**config.mk**
```make
export PLATFORM = sky130hd
export DESIGN_NAME = fdcm_channel_manager
export DESIGN_NICKNAME = d
export VERILOG_FILES = /design/src/design/fdcm_pkg.sv /design/src/design/fdcm_mem_if.sv /design/src/design/fdcm_channel_manager.sv /design/src/design/fdcm_state_mem.sv
export VERILOG_INCLUDE_DIRS = /design/src /design/src/design
export SDC_FILE = /design/constraint.sdc
export NUM_CORES = 1
export LEC_CHECK = 0
export BUFFER_PORTS_ARGS = -buffer_cell sky130_fd_sc_hd__buf_2
export CORE_MARGIN = 2
export CORE_UTILIZATION = 45
export CTS_BUF_LIST = sky130_fd_sc_hd__clkbuf_8
export DETAILED_ROUTE_END_ITERATION = 6
export PLACE_DENSITY = 0.77
export SETUP_SLACK_MARGIN = 0.2
export SLEW_MARGIN = 20
export SYNTH_ARGS = -nofsm -noshare
export SYNTH_HDL_FRONTEND = slang
export SYNTH_SLANG_ARGS = --single-unit
```
**constraint.sdc**
```tcl
create_clock -name core_clk -period 2.75 [get_ports core_clk]
set_input_delay 0.1375 -clock core_clk [delete_from_list [all_inputs] [get_ports core_clk]]
set_output_delay 0.1375 -clock core_clk [all_outputs]
set_load 0.005 [all_outputs]
```
**src/design/fdcm_defs.svh**
```systemverilog
`ifndef FDCM_DEFS_SVH
`define FDCM_DEFS_SVH

// ----------------------------------------------------------------------------
// Channel geometry
// ----------------------------------------------------------------------------
`define FDCM_CHAN_W        4
`define FDCM_IDX_W         2
`define FDCM_NUM_CH        4'h4
`define FDCM_CHAN_ONE      4'h1
`define FDCM_SEL_RST       4'h1
`define FDCM_IDX_FIRST     2'h0
`define FDCM_IDX_LAST      2'h3

// Physical channels allocated to logical channels 1 to 4, in list order.
`define FDCM_PHYS_CH1      4'h2
`define FDCM_PHYS_CH2      4'h4
`define FDCM_PHYS_CH3      4'h6
`define FDCM_PHYS_CH4      4'h8
`define FDCM_PHYS_NONE     4'h0

// ----------------------------------------------------------------------------
// Register map
// ----------------------------------------------------------------------------
`define FDCM_ADDR_W        8
`define FDCM_REG_CMD       8'h00
`define FDCM_REG_STATUS    8'h04
`define FDCM_REG_SEL       8'h08
`define FDCM_REG_CONF      8'h0C
`define FDCM_REG_ALLOC     8'h10
`define FDCM_REG_DEL_CAT   8'h14
`define FDCM_REG_FIX_CAT   8'h18

// Command word fields.
`define FDCM_CMD_OP_LSB    0
`define FDCM_CMD_MODE_LSB  4
`define FDCM_CMD_CHAN_LSB  8
`define FDCM_CMD_GIVEN_BIT 12

// Status word fields.
`define FDCM_STAT_BUSY_BIT 0
`define FDCM_STAT_ERR_BIT  1
`define FDCM_STAT_SEL_LSB  8

// Configuration answer fields.
`define FDCM_CONF_VLD_BIT  8

// Allocation answer fields: four physical numbers of four bits, then count.
`define FDCM_ALLOC_CNT_LSB 16

// Source bits: 0 bus, 1 external, 2-9 backplane lines 0-7, 10-14 command
// triggers 0-4, 15 scanner, 16 dmm, 17 counter, 18 dac, 19 digital input,
// 20 digital output, 21 counter external arm, 22 hold, 23 immediate, 24 timer.
`define FDCM_DEL_CAT_MASK  32'h003F_FFFF
`define FDCM_FIX_CAT_MASK  32'h01C0_0000
`define FDCM_WORD_ZERO     32'h0000_0000

// ----------------------------------------------------------------------------
// Encodings
// ----------------------------------------------------------------------------
`define FDCM_ST_CLOSED     3'h0
`define FDCM_ST_OPEN       3'h1
`define FDCM_ST_INIT       3'h2
`define FDCM_ST_RO         3'h3
`define FDCM_ST_WO         3'h4
`define FDCM_ST_RW         3'h5

`define FDCM_OP_NONE       3'h0
`define FDCM_OP_SEL        3'h1
`define FDCM_OP_OPEN       3'h2
`define FDCM_OP_CLOSE      3'h3
`define FDCM_OP_CONF       3'h4
`define FDCM_OP_RST        3'h5

`define FDCM_MODE_NONE     2'h0
`define FDCM_MODE_RO       2'h1
`define FDCM_MODE_WO       2'h2
`define FDCM_MODE_RW       2'h3

`endif

```
**src/design/fdcm_pkg.sv**
```systemverilog
`include "fdcm_defs.svh"

package fdcm_pkg;

  typedef logic [`FDCM_CHAN_W-1:0] fdcm_chan_t;
  typedef logic [`FDCM_IDX_W-1:0]  fdcm_idx_t;

  typedef enum logic [2:0] {
    FDCM_CLOSED      = `FDCM_ST_CLOSED,
    FDCM_OPENED      = `FDCM_ST_OPEN,
    FDCM_INITIALIZED = `FDCM_ST_INIT,
    FDCM_READ_ONLY   = `FDCM_ST_RO,
    FDCM_WRITE_ONLY  = `FDCM_ST_WO,
    FDCM_READ_WRITE  = `FDCM_ST_RW
  } fdcm_chan_state_t;

  typedef enum logic [2:0] {
    FDCM_OPC_NONE  = `FDCM_OP_NONE,
    FDCM_OPC_SEL   = `FDCM_OP_SEL,
    FDCM_OPC_OPEN  = `FDCM_OP_OPEN,
    FDCM_OPC_CLOSE = `FDCM_OP_CLOSE,
    FDCM_OPC_CONF  = `FDCM_OP_CONF,
    FDCM_OPC_RST   = `FDCM_OP_RST
  } fdcm_op_t;

  typedef enum logic [1:0] {
    FDCM_M_NONE = `FDCM_MODE_NONE,
    FDCM_M_RO   = `FDCM_MODE_RO,
    FDCM_M_WO   = `FDCM_MODE_WO,
    FDCM_M_RW   = `FDCM_MODE_RW
  } fdcm_mode_t;

  typedef enum logic [4:0] {
    FDCM_S_IDLE = 5'b00001,
    FDCM_S_INIT = 5'b00010,
    FDCM_S_CONF = 5'b00100,
    FDCM_S_XFER = 5'b01000,
    FDCM_S_SPR  = 5'b10000
  } fdcm_fsm_t;

endpackage

```
**src/design/fdcm_mem_if.sv**
```systemverilog
`timescale 1ns/1ps
`default_nettype none

interface fdcm_mem_if;
  import fdcm_pkg::*;

  logic             we;
  fdcm_idx_t        waddr;
  fdcm_chan_state_t wdata;
  fdcm_idx_t        raddr;
  fdcm_chan_state_t rdata;

  modport ctrl (output we, output waddr, output wdata, output raddr, input rdata);
  modport mem  (input we, input waddr, input wdata, input raddr, output rdata);
endinterface

`default_nettype wire

```
**src/design/fdcm_channel_manager.sv**
```systemverilog
// What this block does
// - A close command puts the addressed logical channel into the closed state.
// - Open, close and state query without a channel number act on the selected channel.
// - A closed channel carries no transfer and the host opens it before any access.
// - An open command sets the channel direction from its mode, read only, write only or both.
// - Read moves data from the backplane into the instrument and write moves it out.
// - Only the write-only mode is supported, read-only and read-write opens are refused.
// - The select command picks the channel later commands use, logical channel 1 at power-up.
// - The allocation query returns the list of physical channels given to the instrument.
// - Logical channel n sits on the n-th physical channel of the allocation list.
// - The state query answers closed, open, initialized, read only, write only or read-write; the code only ever stores and reports closed or write only.
// - A reported direction state means the channel is opened and initialized.
// - The selection query returns the selected logical channel, from 1 to the channel count.
// - Reset selects channel 1 and opens every closed channel.
// - The delayable source catalog and the fixed source catalog are reported apart.
//
// Added by the designer: the APB interface to the registers and the register addresses.
`timescale 1ns/1ps
`default_nettype none
`include "fdcm_defs.svh"

module fdcm_channel_manager
  import fdcm_pkg::*;
(
  input  wire logic                    core_clk,
  input  wire logic                    arst_n,
  input  wire logic                    psel,
  input  wire logic                    penable,
  input  wire logic                    pwrite,
  input  wire logic [`FDCM_ADDR_W-1:0] paddr,
  input  wire logic [31:0]             pwdata,
  output logic      [31:0]             prdata,
  output logic                         pready,
  output logic                         pslverr,
  input  wire logic                    xfer_req,
  input  wire logic [`FDCM_CHAN_W-1:0] xfer_chan,
  input  wire logic                    xfer_write,
  output logic                         xfer_ack,
  output logic                         xfer_grant,
  output logic      [`FDCM_CHAN_W-1:0] xfer_phys
);

  // --------------------------------------------------------------------------
  // Helpers
  // --------------------------------------------------------------------------
  // range check
  function automatic logic chan_ok(input fdcm_chan_t ch);
    chan_ok = (ch >= `FDCM_CHAN_ONE) && (ch <= `FDCM_NUM_CH);
  endfunction

  function automatic fdcm_idx_t chan_idx(input fdcm_chan_t ch);
    fdcm_chan_t tmp;
    tmp      = ch - `FDCM_CHAN_ONE;
    chan_idx = tmp[`FDCM_IDX_W-1:0];
  endfunction

  function automatic fdcm_chan_t phys_of(input fdcm_chan_t ch);
    case (ch)
      4'h1:    phys_of = `FDCM_PHYS_CH1;
      4'h2:    phys_of = `FDCM_PHYS_CH2;
      4'h3:    phys_of = `FDCM_PHYS_CH3;
      4'h4:    phys_of = `FDCM_PHYS_CH4;
      default: phys_of = `FDCM_PHYS_NONE;
    endcase
  endfunction

  function automatic logic dir_ok(input fdcm_chan_state_t st, input logic wr);
    case (st)
      FDCM_READ_ONLY:  dir_ok = !wr;
      FDCM_WRITE_ONLY: dir_ok = wr;
      FDCM_READ_WRITE: dir_ok = 1'b1;
      default:         dir_ok = 1'b0;
    endcase
  endfunction

  // --------------------------------------------------------------------------
  // State
  // --------------------------------------------------------------------------
  fdcm_fsm_t        fsm_q,      fsm_d;
  fdcm_chan_t       sel_q,      sel_d;
  logic             err_q,      err_d;
  fdcm_chan_state_t conf_q,     conf_d;
  logic             conf_vld_q, conf_vld_d;
  fdcm_idx_t        init_idx_q, init_idx_d;
  logic             xack_q,     xack_d;
  logic             xgrant_q,   xgrant_d;
  fdcm_chan_t       xphys_q,    xphys_d;
  fdcm_chan_t       xchan_q,    xchan_d;
  logic [31:0]      cmd_raw_q,  cmd_raw_d;
  logic [31:0]      prdata_q,   prdata_d;

  fdcm_mem_if mem ();

  fdcm_state_mem u_mem (
    .core_clk (core_clk),
    .arst_n   (arst_n),
    .port     (mem.mem)
  );

  // --------------------------------------------------------------------------
  // Bus decode
  // --------------------------------------------------------------------------
  logic       setup;
  logic       access;
  logic       cmd_hit;
  logic       stall;
  logic       wr_ok;
  logic       mapped;
  fdcm_op_t   cmd_op;
  fdcm_mode_t cmd_mode;
  fdcm_chan_t cmd_chan;
  fdcm_chan_t cmd_target;

  assign setup    = psel && !penable;
  assign access   = psel && penable;
  assign cmd_hit  = access && pwrite && (paddr == `FDCM_REG_CMD);
  // A command that arrives while another is still running is held off by
  // wait states instead of being dropped.
  assign stall    = cmd_hit && (fsm_q != FDCM_S_IDLE);
  assign pready   = !stall;
  assign wr_ok    = access && pwrite && !stall;
  assign pslverr  = access && !mapped;

  assign cmd_op   = fdcm_op_t'(pwdata[`FDCM_CMD_OP_LSB +: 3]);
  assign cmd_mode = fdcm_mode_t'(pwdata[`FDCM_CMD_MODE_LSB +: 2]);
  assign cmd_chan = pwdata[`FDCM_CMD_CHAN_LSB +: `FDCM_CHAN_W];
  assign cmd_target = pwdata[`FDCM_CMD_GIVEN_BIT] ? cmd_chan : sel_q;

  always_comb begin
    case (paddr)
      `FDCM_REG_CMD, `FDCM_REG_STATUS, `FDCM_REG_SEL, `FDCM_REG_CONF,
      `FDCM_REG_ALLOC, `FDCM_REG_DEL_CAT, `FDCM_REG_FIX_CAT: mapped = 1'b1;
      default:                                              mapped = 1'b0;
    endcase
  end

  // --------------------------------------------------------------------------
  // Command and transfer sequencing
  // --------------------------------------------------------------------------
  logic err_set;

  always_comb begin
    fsm_d      = fsm_q;
    sel_d      = sel_q;
    conf_d     = conf_q;
    conf_vld_d = conf_vld_q;
    init_idx_d = init_idx_q;
    xack_d     = 1'b0;
    xgrant_d   = 1'b0;
    xphys_d    = xphys_q;
    xchan_d    = xchan_q;
    cmd_raw_d  = cmd_raw_q;
    err_set    = 1'b0;
    mem.we     = 1'b0;
    mem.waddr  = `FDCM_IDX_FIRST;
    mem.wdata  = FDCM_CLOSED;
    mem.raddr  = chan_idx(xfer_chan);

    case (fsm_q)
      FDCM_S_IDLE: begin
        if (cmd_hit && wr_ok) begin
          cmd_raw_d = pwdata;
          case (cmd_op)
            FDCM_OPC_SEL: begin
              if (chan_ok(cmd_chan)) begin
                sel_d = cmd_chan;
              end else begin
                err_set = 1'b1;
              end
            end
            FDCM_OPC_OPEN: begin
              if ((cmd_mode == FDCM_M_WO) && chan_ok(cmd_target)) begin
                mem.we    = 1'b1;
                mem.waddr = chan_idx(cmd_target);
                mem.wdata = FDCM_WRITE_ONLY;
              end else begin
                err_set = 1'b1;
              end
            end
            FDCM_OPC_CLOSE: begin
              if (chan_ok(cmd_target)) begin
                mem.we    = 1'b1;
                mem.waddr = chan_idx(cmd_target);
                mem.wdata = FDCM_CLOSED;
              end else begin
                err_set = 1'b1;
              end
            end
            FDCM_OPC_CONF: begin
              if (chan_ok(cmd_target)) begin
                mem.raddr  = chan_idx(cmd_target);
                conf_vld_d = 1'b0;
                fsm_d      = FDCM_S_CONF;
              end else begin
                err_set = 1'b1;
              end
            end
            FDCM_OPC_RST: begin
              sel_d      = `FDCM_SEL_RST;
              init_idx_d = `FDCM_IDX_FIRST;
              fsm_d      = FDCM_S_INIT;
            end
            default: begin
              err_set = 1'b1;
            end
          endcase
        end else if (xfer_req && !xack_q) begin
          xchan_d = xfer_chan;
          if (chan_ok(xfer_chan)) begin
            fsm_d = FDCM_S_XFER;
          end else begin
            // Out-of-range transfers are answered at once and refused, with no
            // physical channel shown, so a stale mapping is never reported.
            xack_d  = 1'b1;
            xphys_d = `FDCM_PHYS_NONE;
          end
        end
      end
      FDCM_S_INIT: begin
        mem.we     = 1'b1;
        mem.waddr  = init_idx_q;
        mem.wdata  = FDCM_WRITE_ONLY;
        init_idx_d = init_idx_q + 2'h1;
        if (init_idx_q == `FDCM_IDX_LAST) begin
          fsm_d = FDCM_S_IDLE;
        end
      end
      FDCM_S_CONF: begin
        conf_d     = mem.rdata;
        conf_vld_d = 1'b1;
        fsm_d      = FDCM_S_IDLE;
      end
      FDCM_S_XFER: begin
        xack_d   = 1'b1;
        xgrant_d = dir_ok(mem.rdata, xfer_write);
        xphys_d  = phys_of(xchan_q);
        fsm_d    = FDCM_S_IDLE;
      end
      default: begin
        fsm_d = FDCM_S_IDLE;
      end
    endcase

    // Error flag: a new error in the clearing cycle survives.
    err_d = err_set || (err_q && !(wr_ok && (paddr == `FDCM_REG_STATUS) && pwdata[`FDCM_STAT_ERR_BIT]));
  end

  // --------------------------------------------------------------------------
  // Read data
  // --------------------------------------------------------------------------
  // Read data is captured in the setup phase, so a read never needs a wait
  // state; the cost is that the value is one cycle older than the access.
  logic [31:0] alloc_word;

  assign alloc_word = {12'h000, `FDCM_NUM_CH, `FDCM_PHYS_CH4, `FDCM_PHYS_CH3,
                       `FDCM_PHYS_CH2, `FDCM_PHYS_CH1};

  always_comb begin
    prdata_d = prdata_q;
    if (setup && !pwrite) begin
      case (paddr)
        `FDCM_REG_CMD: begin
          prdata_d = cmd_raw_q;
        end
        `FDCM_REG_STATUS: begin
          prdata_d = `FDCM_WORD_ZERO;
          prdata_d[`FDCM_STAT_BUSY_BIT] = (fsm_q != FDCM_S_IDLE);
          prdata_d[`FDCM_STAT_ERR_BIT] = err_q;
          prdata_d[`FDCM_STAT_SEL_LSB +: `FDCM_CHAN_W] = sel_q;
        end
        `FDCM_REG_SEL: begin
          prdata_d = {28'h000_0000, sel_q};
        end
        `FDCM_REG_CONF: begin
          prdata_d = `FDCM_WORD_ZERO;
          prdata_d[2:0] = conf_q;
          prdata_d[`FDCM_CONF_VLD_BIT] = conf_vld_q;
        end
        `FDCM_REG_ALLOC: begin
          prdata_d = alloc_word;
        end
        `FDCM_REG_DEL_CAT: begin
          prdata_d = `FDCM_DEL_CAT_MASK;
        end
        `FDCM_REG_FIX_CAT: begin
          prdata_d = `FDCM_FIX_CAT_MASK;
        end
        default: begin
          prdata_d = `FDCM_WORD_ZERO;
        end
      endcase
    end
  end

  // --------------------------------------------------------------------------
  // Registers
  // --------------------------------------------------------------------------
  // Reset enters the sweep so that every channel comes up opened.
  always_ff @(posedge core_clk or negedge arst_n) begin
    if (!arst_n) begin
      fsm_q      <= FDCM_S_INIT;
      sel_q      <= `FDCM_SEL_RST;
      err_q      <= 1'b0;
      conf_q     <= FDCM_CLOSED;
      conf_vld_q <= 1'b0;
      init_idx_q <= `FDCM_IDX_FIRST;
      xack_q     <= 1'b0;
      xgrant_q   <= 1'b0;
      xphys_q    <= `FDCM_PHYS_NONE;
      xchan_q    <= `FDCM_PHYS_NONE;
      cmd_raw_q  <= `FDCM_WORD_ZERO;
      prdata_q   <= `FDCM_WORD_ZERO;
    end else begin
      fsm_q      <= fsm_d;
      sel_q      <= sel_d;
      err_q      <= err_d;
      conf_q     <= conf_d;
      conf_vld_q <= conf_vld_d;
      init_idx_q <= init_idx_d;
      xack_q     <= xack_d;
      xgrant_q   <= xgrant_d;
      xphys_q    <= xphys_d;
      xchan_q    <= xchan_d;
      cmd_raw_q  <= cmd_raw_d;
      prdata_q   <= prdata_d;
    end
  end

  assign prdata     = prdata_q;
  assign xfer_ack   = xack_q;
  assign xfer_grant = xgrant_q;
  assign xfer_phys  = xphys_q;

endmodule

`default_nettype wire

```
**src/design/fdcm_state_mem.sv**
```systemverilog
`timescale 1ns/1ps
`default_nettype none
`include "fdcm_defs.svh"

// ----------------------------------------------------------------------------
// Per-channel state store
// ----------------------------------------------------------------------------
// Entries carry no reset; the controller sweeps them after every reset.
module fdcm_state_mem
  import fdcm_pkg::*;
(
  input  wire logic core_clk,
  input  wire logic arst_n,
  fdcm_mem_if.mem   port
);

  fdcm_chan_state_t entry_q [`FDCM_NUM_CH];
  fdcm_chan_state_t rdata_q;

  genvar gi;
  generate
    for (gi = 0; gi < `FDCM_NUM_CH; gi++) begin : g_entry
      always_ff @(posedge core_clk) begin
        if (port.we && (port.waddr == fdcm_idx_t'(gi))) begin
          entry_q[gi] <= port.wdata;
        end
      end
    end
  endgenerate

  always_ff @(posedge core_clk or negedge arst_n) begin
    if (!arst_n) begin
      rdata_q <= FDCM_CLOSED;
    end else begin
      rdata_q <= entry_q[port.raddr];
    end
  end

  assign port.rdata = rdata_q;

endmodule

`default_nettype wire

```
==> out/metrics.cfg, run 1 <==
[synthesis]
synth-seq-cells=91
synth_nets=525
synth_edf_count=4
avgSynthCellArea_um2=9.15
yosysMostFrequentCell=nand2_1
synth_cell_types=53
synth_warnings=0
netlist_instances=467
netlist_top_cells_count=nand2_1 (149), dfrtp_1 (85), o21ai_0 (45)
netlist.area_leader.share=0.498
syn_area_um2=4280
ys_top_cells_by_area=dfrtp_1 (50%), nand2_1 (13%), o21ai_0 (5.3%)
ys.flop_type=dfrtp_1
synth_seq_area_share=0.538
yosysTopAreaCell=dfrtp_1
synthArstFlopShare=0.956

[pwr]
irDropWorstVdd_uv=309
p_leak_nw=2.72
power_density_nw_per_um2=501

[cts]
cts_sinks=91
clk_latency_ps=370
cts.path.max_buffers=2
numCtsBuffers=9
path_clk_slew_ps=90
cts_root_buffer=clkbuf_8
cts_tree=done
cts.htree.levels=3

[global_routing]
use_met1=0.300
grt_busiest_layer=met2
grt_usage=0.221
antenna_found_initial=0
use_met3=0.0483
overflow=0
grt_pass1_wl_mm=17.6
grt_max_degree=88
grt_pass1_vias=3721
use_met2=0.358

[floorplanning]
start_util=0.463
die_h_um=101
io-pin-count=91
die_x_um=101
core-area_um2=9240
die_area_um2=10300
fp-row-count=35

[placement]
dpl.cell_count=675
hpwlAfterDp_mm=7.73
port_buffers=89
gp_congestion=0.870
dpl-instance-area_um2=4910

[timing]
tightest_slew_ps=781
relSlewSlack=0.480
clock.fmax_mhz=383
period_needed_ps=2610
fin_crit_sh=0.949
rsz0062_at_grt=yes
clock_skew_ps=6.84
hold_viol_final=0
slew_viol_final=0
tns_ps=0
setup_viol_count_final=0

[drt]
post_drt_wl_per_cell_um=15.1
first_pass_iters=4
vias=3790
wl_mm=10.9
drt_iter0_drc=356
drc_errors=0
ant_nets=0
vias_per_cell=5.24

[layout]
antenna_cells=0
final_nets=647
drive_gt1_frac=0.259
stdcell_count=723
syn_to_final_growth_pct=28.6
finalInstanceArea_um2=5500

[hold_path]
whs_path_depth=2
hp-start=xfer_chan[3]
hold_class=in -> reg
min_to=xchan_q[3]

[worst_setup_path]
r2r-start=fsm_q[3]
worstPathMaxFanout=5
r2r_end=u_mem.entry_q[3][2]
crit_chain=or4b_4, or4_4, nor4_4, nand2b_1, o2bb2a_4, a21oi_2
worstSetupStartpointType=flop
path_buf_inv=0
critical_path_required_ps=2840
slowest_stage=or4b_4
cp_top_family=simple AND/OR/NAND/NOR gates
crit_type=reg -> reg
arrival_ps=2700
rr_worst_depth=6
critical_path.max_stage_delay_ps=580
critPathCaptureType=flop
regToRegSetupSlack_ps=140

[flow_run]
cap_violations=0

[outcome]
outcome=completed

[cell families after synthesis]
group	count (synthesis)	share of synthesized area
AO/OA/AOI/OAI	101	0.139
adder cells (fa/ha/maj)	7	0.0205
buffers and inverters	36	0.0360
flip-flops	91	0.538
multiplexers	13	0.0337
other	1	0.000877
AND/OR/NAND/NOR	218	0.232
[placed cells by master (no fill, tap or decap), types with 3 or more instances in the layout]
cell type and count:
nor2b_1 5, nor4b_1 3, a31oi_1 4, dfrtp_1 85
nor3_1 9, buf_2 88, bufinv_16 3, o21ai_1 3
nor2_1 19, nand2b_1 5, o21a_1 4, inv_1 13
mux2i_1 4, nor4_4 3, nand2_1 149, nand3_1 5
a221oi_1 3, dlygate4sd3_1 26, o21ai_0 44, mux2_2 7
clkbuf_8 10, a21oi_1 23, buf_4 19, or4b_2 3
ha_1 7, edfxtp_1 4
[cell type report]
cell class,instances,area [µm²]
Multi-Input combinational cell,340,1890
Tap cell,129,161
Fill cell,854,3740
Clock inverter,6,111
Inverter,13,48.8
Clock buffer,10,138
Timing Repair Buffer,134,855
Sequential cell,91,2300
[worst max-delay path by stage]
stage               slack (ps)             endpoint      from  cells past startpoint
floorplan                  190  u_mem.entry_q[3][2]  fsm_q[3]                      7
global placement           210  u_mem.entry_q[3][2]  fsm_q[3]                      6
detailed placement         120  u_mem.entry_q[3][2]  fsm_q[3]                      6
CTS                        150  u_mem.entry_q[3][2]  sel_q[0]                     10
global route                70  u_mem.entry_q[3][2]  fsm_q[3]                      6
finish                     140  u_mem.entry_q[3][2]  fsm_q[3]                      6
[metrics by stage]
stage          hold WS, ps   util  total power, mW  setup slack (ps)
2_1_floorplan         -158      -             1.52               187
3_3_place_gp           341  0.532             1.62               206
3_5_place_dp           339  0.532             1.63               123
4_1_cts               7.39  0.588             2.76               148
5_1_grt               13.9  0.595             2.87              69.2
6_report              15.2  0.595             2.76               139
[power breakdown]
group | switching, mW | internal [mW]
combinational | 0.137 | 0.112
clock | 0.488 | 0.630
sequential | 0.0209 | 1.37
total | 0.646 | 2.11
[routing by layer]
metal  part of all wire  wire (µm)
met5                  0          0
met4              0.017        184
met3              0.042        456
met2               0.49       5390
met1               0.45       4870
[worst reg2reg max path, stage by stage (launching register included)]
cell and delay (ps):
dfrtp_1 430, or4b_4 580, or4_4 490, nor4_4 340, nand2b_1 160, o2bb2a_4 230, a21oi_2 110
[timing repair]
| action | in CTS | in global routing |
|---|---|---|
| setup buffers | 0 | 6 |
| pin swaps | 1 | 6 |
| setup endpoints to repair | 4 | 11 |
| resized for setup | 1 | 5 |
| hold buffers | 26 | 0 |
| hold endpoints to repair | 28 | 0 |
[state kept, by name, summed over array words and instances (netlist names), 2 cells and up]
signal         count
cmd_raw_q         32
fsm_q              4
init_idx_q         2
prdata            32
sel_q              4
u_mem.entry_q      4
xchan_q            4
xfer_phys          3
Note: power is estimated with default switching activity, not from simulation.
==> run 2: changes to the inputs <==
- BUFFER_PORTS_ARGS: -buffer_cell sky130_fd_sc_hd__buf_2 -> not set
- DONT_BUFFER_PORTS: not set -> 1
- PLACE_DENSITY: 0.77 -> 0.69
- SETUP_SLACK_MARGIN: 0.2 -> not set
==> run 2 against run 1 <==
Sequential power about the same; worst hold slack better by 6.1 ps; die area did not move; register-to-register slack lost 70 ps; first-iteration DRC count shrank 41%.
==> out/metrics.cfg, run 2 (same netlist as run 1, synthesis figures left out) <==
[worst_setup_path]
crit_type=reg -> reg
r2r-start=fsm_q[3]
regToRegSetupSlack_ps=70
rr_worst_depth=7
critical_path_required_ps=3000
worstSetupStartpointType=flop
arrival_ps=2930
worstPathMaxFanout=6
r2r_end=u_mem.port.rdata[2]
critPathCaptureType=flop

[cts]
cts.htree.levels=3
cts_tree=done
cts_root_buffer=clkbuf_8
cts.path.max_buffers=2
clk_latency_ps=360
path_clk_slew_ps=90
numCtsBuffers=9
cts_sinks=91

[layout]
antenna_cells=0
syn_to_final_growth_pct=18.3
final_common_cell=nand2_1
final_nets=565
stdcell_count=641
drive_gt1_frac=0.105
fill_cells=832
layout_common_cells=nand2_1 (149), dfrtp_1 (85), o21ai_0 (44)

[timing]
clock_skew_ps=16.3
hold_viol_final=0
clock.fmax_mhz=373
slew_viol_final=0
fin_crit_sh=0.975
finalWorstSetupSlack_ps=68.0
rsz0062_at_grt=yes
setup_viol_count_final=0
period_needed_ps=2680
tightest_slew_ps=625
relSlewSlack=0.571

[drt]
met2WireLength_mm=5.04
vias_per_cell=5.37
post_drt_wl_per_cell_um=16.5
wl_met1_mm=4.57
wl_mm=10.6
drc_errors=0
ant_nets=0
first_pass_iters=4
top_layer=met4
wl_met3_um=748
drt_iter0_drc=211
vias=3441

[placement]
dpl.cell_count=584
gp_congestion=0.839
port_buffers=0
pre_cts_slack_ps=64.7
hpwlAfterDp_mm=7.01

[pwr]
irDropWorstVdd_uv=302
total_power_mw=2.45
p_leak_nw=2.30
power_density_nw_per_um2=485

[floorplanning]
start_util=0.463
die_x_um=101
io-pin-count=91
fp-row-count=35
core-area_um2=9240
die_h_um=101
die_area_um2=10300

[hold_path]
hp-start=paddr[4]
hold_class=in -> reg
min_to=prdata[8]
whs_path_depth=2

[global_routing]
overflow=0
grt_usage=0.217
grt_pass1_vias=3376
grt_pass1_wl_mm=17.2
antenna_found_initial=0
grt_max_degree=88

[outcome]
outcome=completed

[flow_run]
cap_violations=0

## run 2: power by group
| part | switching, mW | internal [mW] |
|---|---|---|
| clock network | 0.482 | 0.382 |
| logic | 0.104 | 0.0948 |
| registers | 0.0215 | 1.37 |
## run 2: worst max-delay path by stage
stage | from | slack [ps] | endpoint | cells after the start
CTS | fsm_q[3] | 40 | u_mem.entry_q[1][2] | 6
global route | fsm_q[3] | -20 | u_mem.port.rdata[2] | 7
detailed placement | fsm_q[3] | 60 | u_mem.entry_q[1][2] | 6
floorplan | fsm_q[3] | 40 | u_mem.entry_q[3][2] | 7
finish | fsm_q[3] | 70 | u_mem.port.rdata[2] | 7
global placement | fsm_q[3] | 160 | u_mem.entry_q[3][2] | 6
## run 2: repair_timing
item	CTS	global route
setup buffers	0	1
resized for setup	0	3
hold buffers	40	0
setup endpoints to repair	0	6
hold endpoints to repair	131	0
## run 2: metal layers
metal	GRT usage	vias up
li1	-	1666
met1	0.280	1648
met3	0.0669	16
met4	0.0676	0
met5	0	-
met2	0.352	111
## run 2: metrics by stage
| step | hold slack [ps] | instance area (µm²) | setup TNS [ps] | util |
|---|---|---|---|---|
| 6_report | 21.3 | 5060 | 0 | 0.547 |
| 5_1_grt | 18.2 | 5060 | -23.9 | 0.547 |
| 4_1_cts | 5.17 | 5040 | 0 | 0.545 |
| 3_5_place_dp | -154 | 4440 | 0 | 0.480 |
| 3_3_place_gp | -154 | 4440 | 0 | 0.480 |
| 2_1_floorplan | -158 | 4280 | 0 | - |
## run 2: worst max-delay path, cell delays in order, from the launching register on
cell	delay, ps
dfrtp_1	440
or4b_2	670
or4_4	500
nor4_4	290
buf_4	190
mux2_4	290
o21ai_1	120
a21oi_1	70
## run 2: final cells by class
class                           instances  area, µm²  area share
Sequential cell                        91       2300       0.455
Tap cell                              129        161      0.0319
Multi-Input combinational cell        340       1840       0.364
Timing Repair Buffer                   52        520       0.103
Clock inverter                          5       35.0     0.00693
Clock buffer                           11        151      0.0299
Inverter                               13       48.8     0.00965
==> run 3: changes to the inputs <==
- CORE_UTILIZATION: 45 -> 30
- PLACE_DENSITY: 0.69 -> 0.52
==> run 3 against run 2 <==
Design area rose by 3.0%; clock power rose by 21%; clock skew fell by 5.7 ps; critical path depth rose by 4; global-route usage fell by 5.8 points; power rose by 7.2%; register-to-register slack improved by 70 ps; final cell count rose by 9.0%; sequential cell count did not move; first-iteration DRC count fell by 7.6%; critical path type unchanged.
==> out/metrics.cfg, run 3 (same netlist as run 1, synthesis figures left out) <==
[outcome]
outcome=completed

[cts]
cts_sinks=91
cts.path.max_buffers=2
numCtsBuffers=9
cts_tree=done
cts_root_buffer=clkbuf_8
clk_latency_ps=380
path_clk_slew_ps=90
cts.htree.levels=3

[global_routing]
grt_max_degree=88
use_met2=0.247
grt_pass1_vias=3447
use_met3=0.0406
overflow=0
use_met1=0.207
grt_busiest_layer=met2
antenna_found_initial=0
grt_usage=0.158
grt_pass1_wl_mm=18.0

[hold_path]
hold_class=in -> reg
whs_path_depth=3

[floorplanning]
start_util=0.308
die_area_um2=15200
io-pin-count=91
fp-row-count=43
die_h_um=123
core-area_um2=13900
die_x_um=123

[pwr]
combinationalPowerShare=0.078
seqPwrFrac=0.529
power_density_nw_per_um2=505
p_sw_frac=0.237
total_power_mw=2.63
p_leak_nw=2.36
intPower_mw=2.01
irDropWorstVdd_uv=189
p_switching_uw=624
clockPowerShare=0.394

[worst_setup_path]
critical_path_required_ps=3020
crit_type=reg -> reg
critical_path.max_stage_delay_ps=570
arrival_ps=2890
worstSetupStartpointType=flop
critPathCaptureType=flop
worstPathMaxFanout=6
slowest_stage=dfstp_2
rr_worst_depth=11
path_common_cell=inv_1
crit_chain=inv_1, o21a_1, inv_1, ha_1, nand2b_1, mux2i_1, nor4_4, buf_4, mux2_4, o21ai_1, a21oi_1

[layout]
antenna_cells=0
syn_to_final_growth_pct=21.9
final_nets=572
drive_gt1_frac=0.118
finalInstanceArea_um2=5210
layout_common_cells=nand2_1 (149), dfrtp_1 (85), o21ai_0 (45)
final_common_cell=nand2_1

[placement]
port_buffers=0
gp_congestion=0.781
hpwlAfterDp_mm=7.75
dpl-instance-area_um2=4510

[timing]
hold_viol_final=0
fin_crit_sh=0.951
clock_skew_ps=10.6
setup_viol_count_final=0
tns_ps=0
clock.fmax_mhz=382
whs_ps=31.5
rsz0062_at_grt=no
tightest_slew_ps=625
relSlewSlack=0.571
slew_viol_final=0
period_needed_ps=2620

[drt]
vias_per_cell=4.89
ant_nets=0
wl_mm=11.5
post_drt_wl_per_cell_um=16.4
vias=3421
drc_errors=0
drt_iter0_drc=195
first_pass_iters=4

[flow_run]
cap_violations=0

==> run 3: final timing paths <==
path                                  endpoint         start  slack [ps]
setup / recovery           u_mem.port.rdata[2]      sel_q[0]         130
hold / removal                        fsm_q[2]     pwdata[1]          30
setup reg to reg           u_mem.port.rdata[2]      sel_q[0]         130
hold reg to reg                   cmd_raw_q[1]  cmd_raw_q[1]         470
max in group asynchronous        cmd_raw_q[20]        arst_n        2080
min in group asynchronous        init_idx_q[1]        arst_n         300
==> run 3: final cells by class <==
type / count / area (µm²)
Clock buffer: 10 / 138
Inverter: 13 / 48.8
Fill cell: 1429 / 8670
Timing Repair Buffer: 59 / 563
Sequential cell: 91 / 2300
Multi-Input combinational cell: 340 / 1850
Clock inverter: 6 / 87.6
Tap cell: 180 / 225
==> run 3: repair_timing <==
| action | in CTS | in global routing |
|---|---|---|
| setup endpoints to repair | 0 | 2 |
| setup buffers | 0 | 4 |
| resized for setup | 0 | 4 |
| hold buffers | 41 | 0 |
| endpoints found under the hold margin | 132 | 0 |
==> run 3: routing by layer <==
metal | up-vias | wire length (µm)
met1 | 1653 | 5260
met5 | - | 0
met2 | 75 | 5370
li1 | 1679 | -
met3 | 14 | 656
met4 | 0 | 205
==> run 3: power groups by stage <==
stage / clock (mW) / sequential [mW] / combinational (mW)
global placement: 0 / 1.42 / 0.120
global route: 1.12 / 1.39 / 0.227
detailed placement: 0 / 1.42 / 0.122
CTS: 1.07 / 1.39 / 0.206
floorplan: 0 / 1.41 / 0.102
finish: 1.04 / 1.39 / 0.204
==> run 3: per-stage QoR <==
| stage | instances | worst slack [ps] | util |
|---|---|---|---|
| 2_1_floorplan | 467 | 38.2 | - |
| 3_3_place_gp | 638 | 158 | 0.325 |
| 3_5_place_dp | 638 | 118 | 0.325 |
| 4_1_cts | 695 | 90.9 | 0.372 |
| 5_1_grt | 699 | 12.3 | 0.375 |
| 6_report | 699 | 134 | 0.375 |
==> run 3: worst max-delay path, delay by kind of cell (launching register included) <==
| family | cells | cell delay, ps |
|---|---|---|
| flops | 1 | 570 |
| simple gates | 2 | 490 |
| mux | 2 | 480 |
| compound gates | 3 | 420 |
| buf+inv | 3 | 380 |
| fa+ha+maj | 1 | 160 |
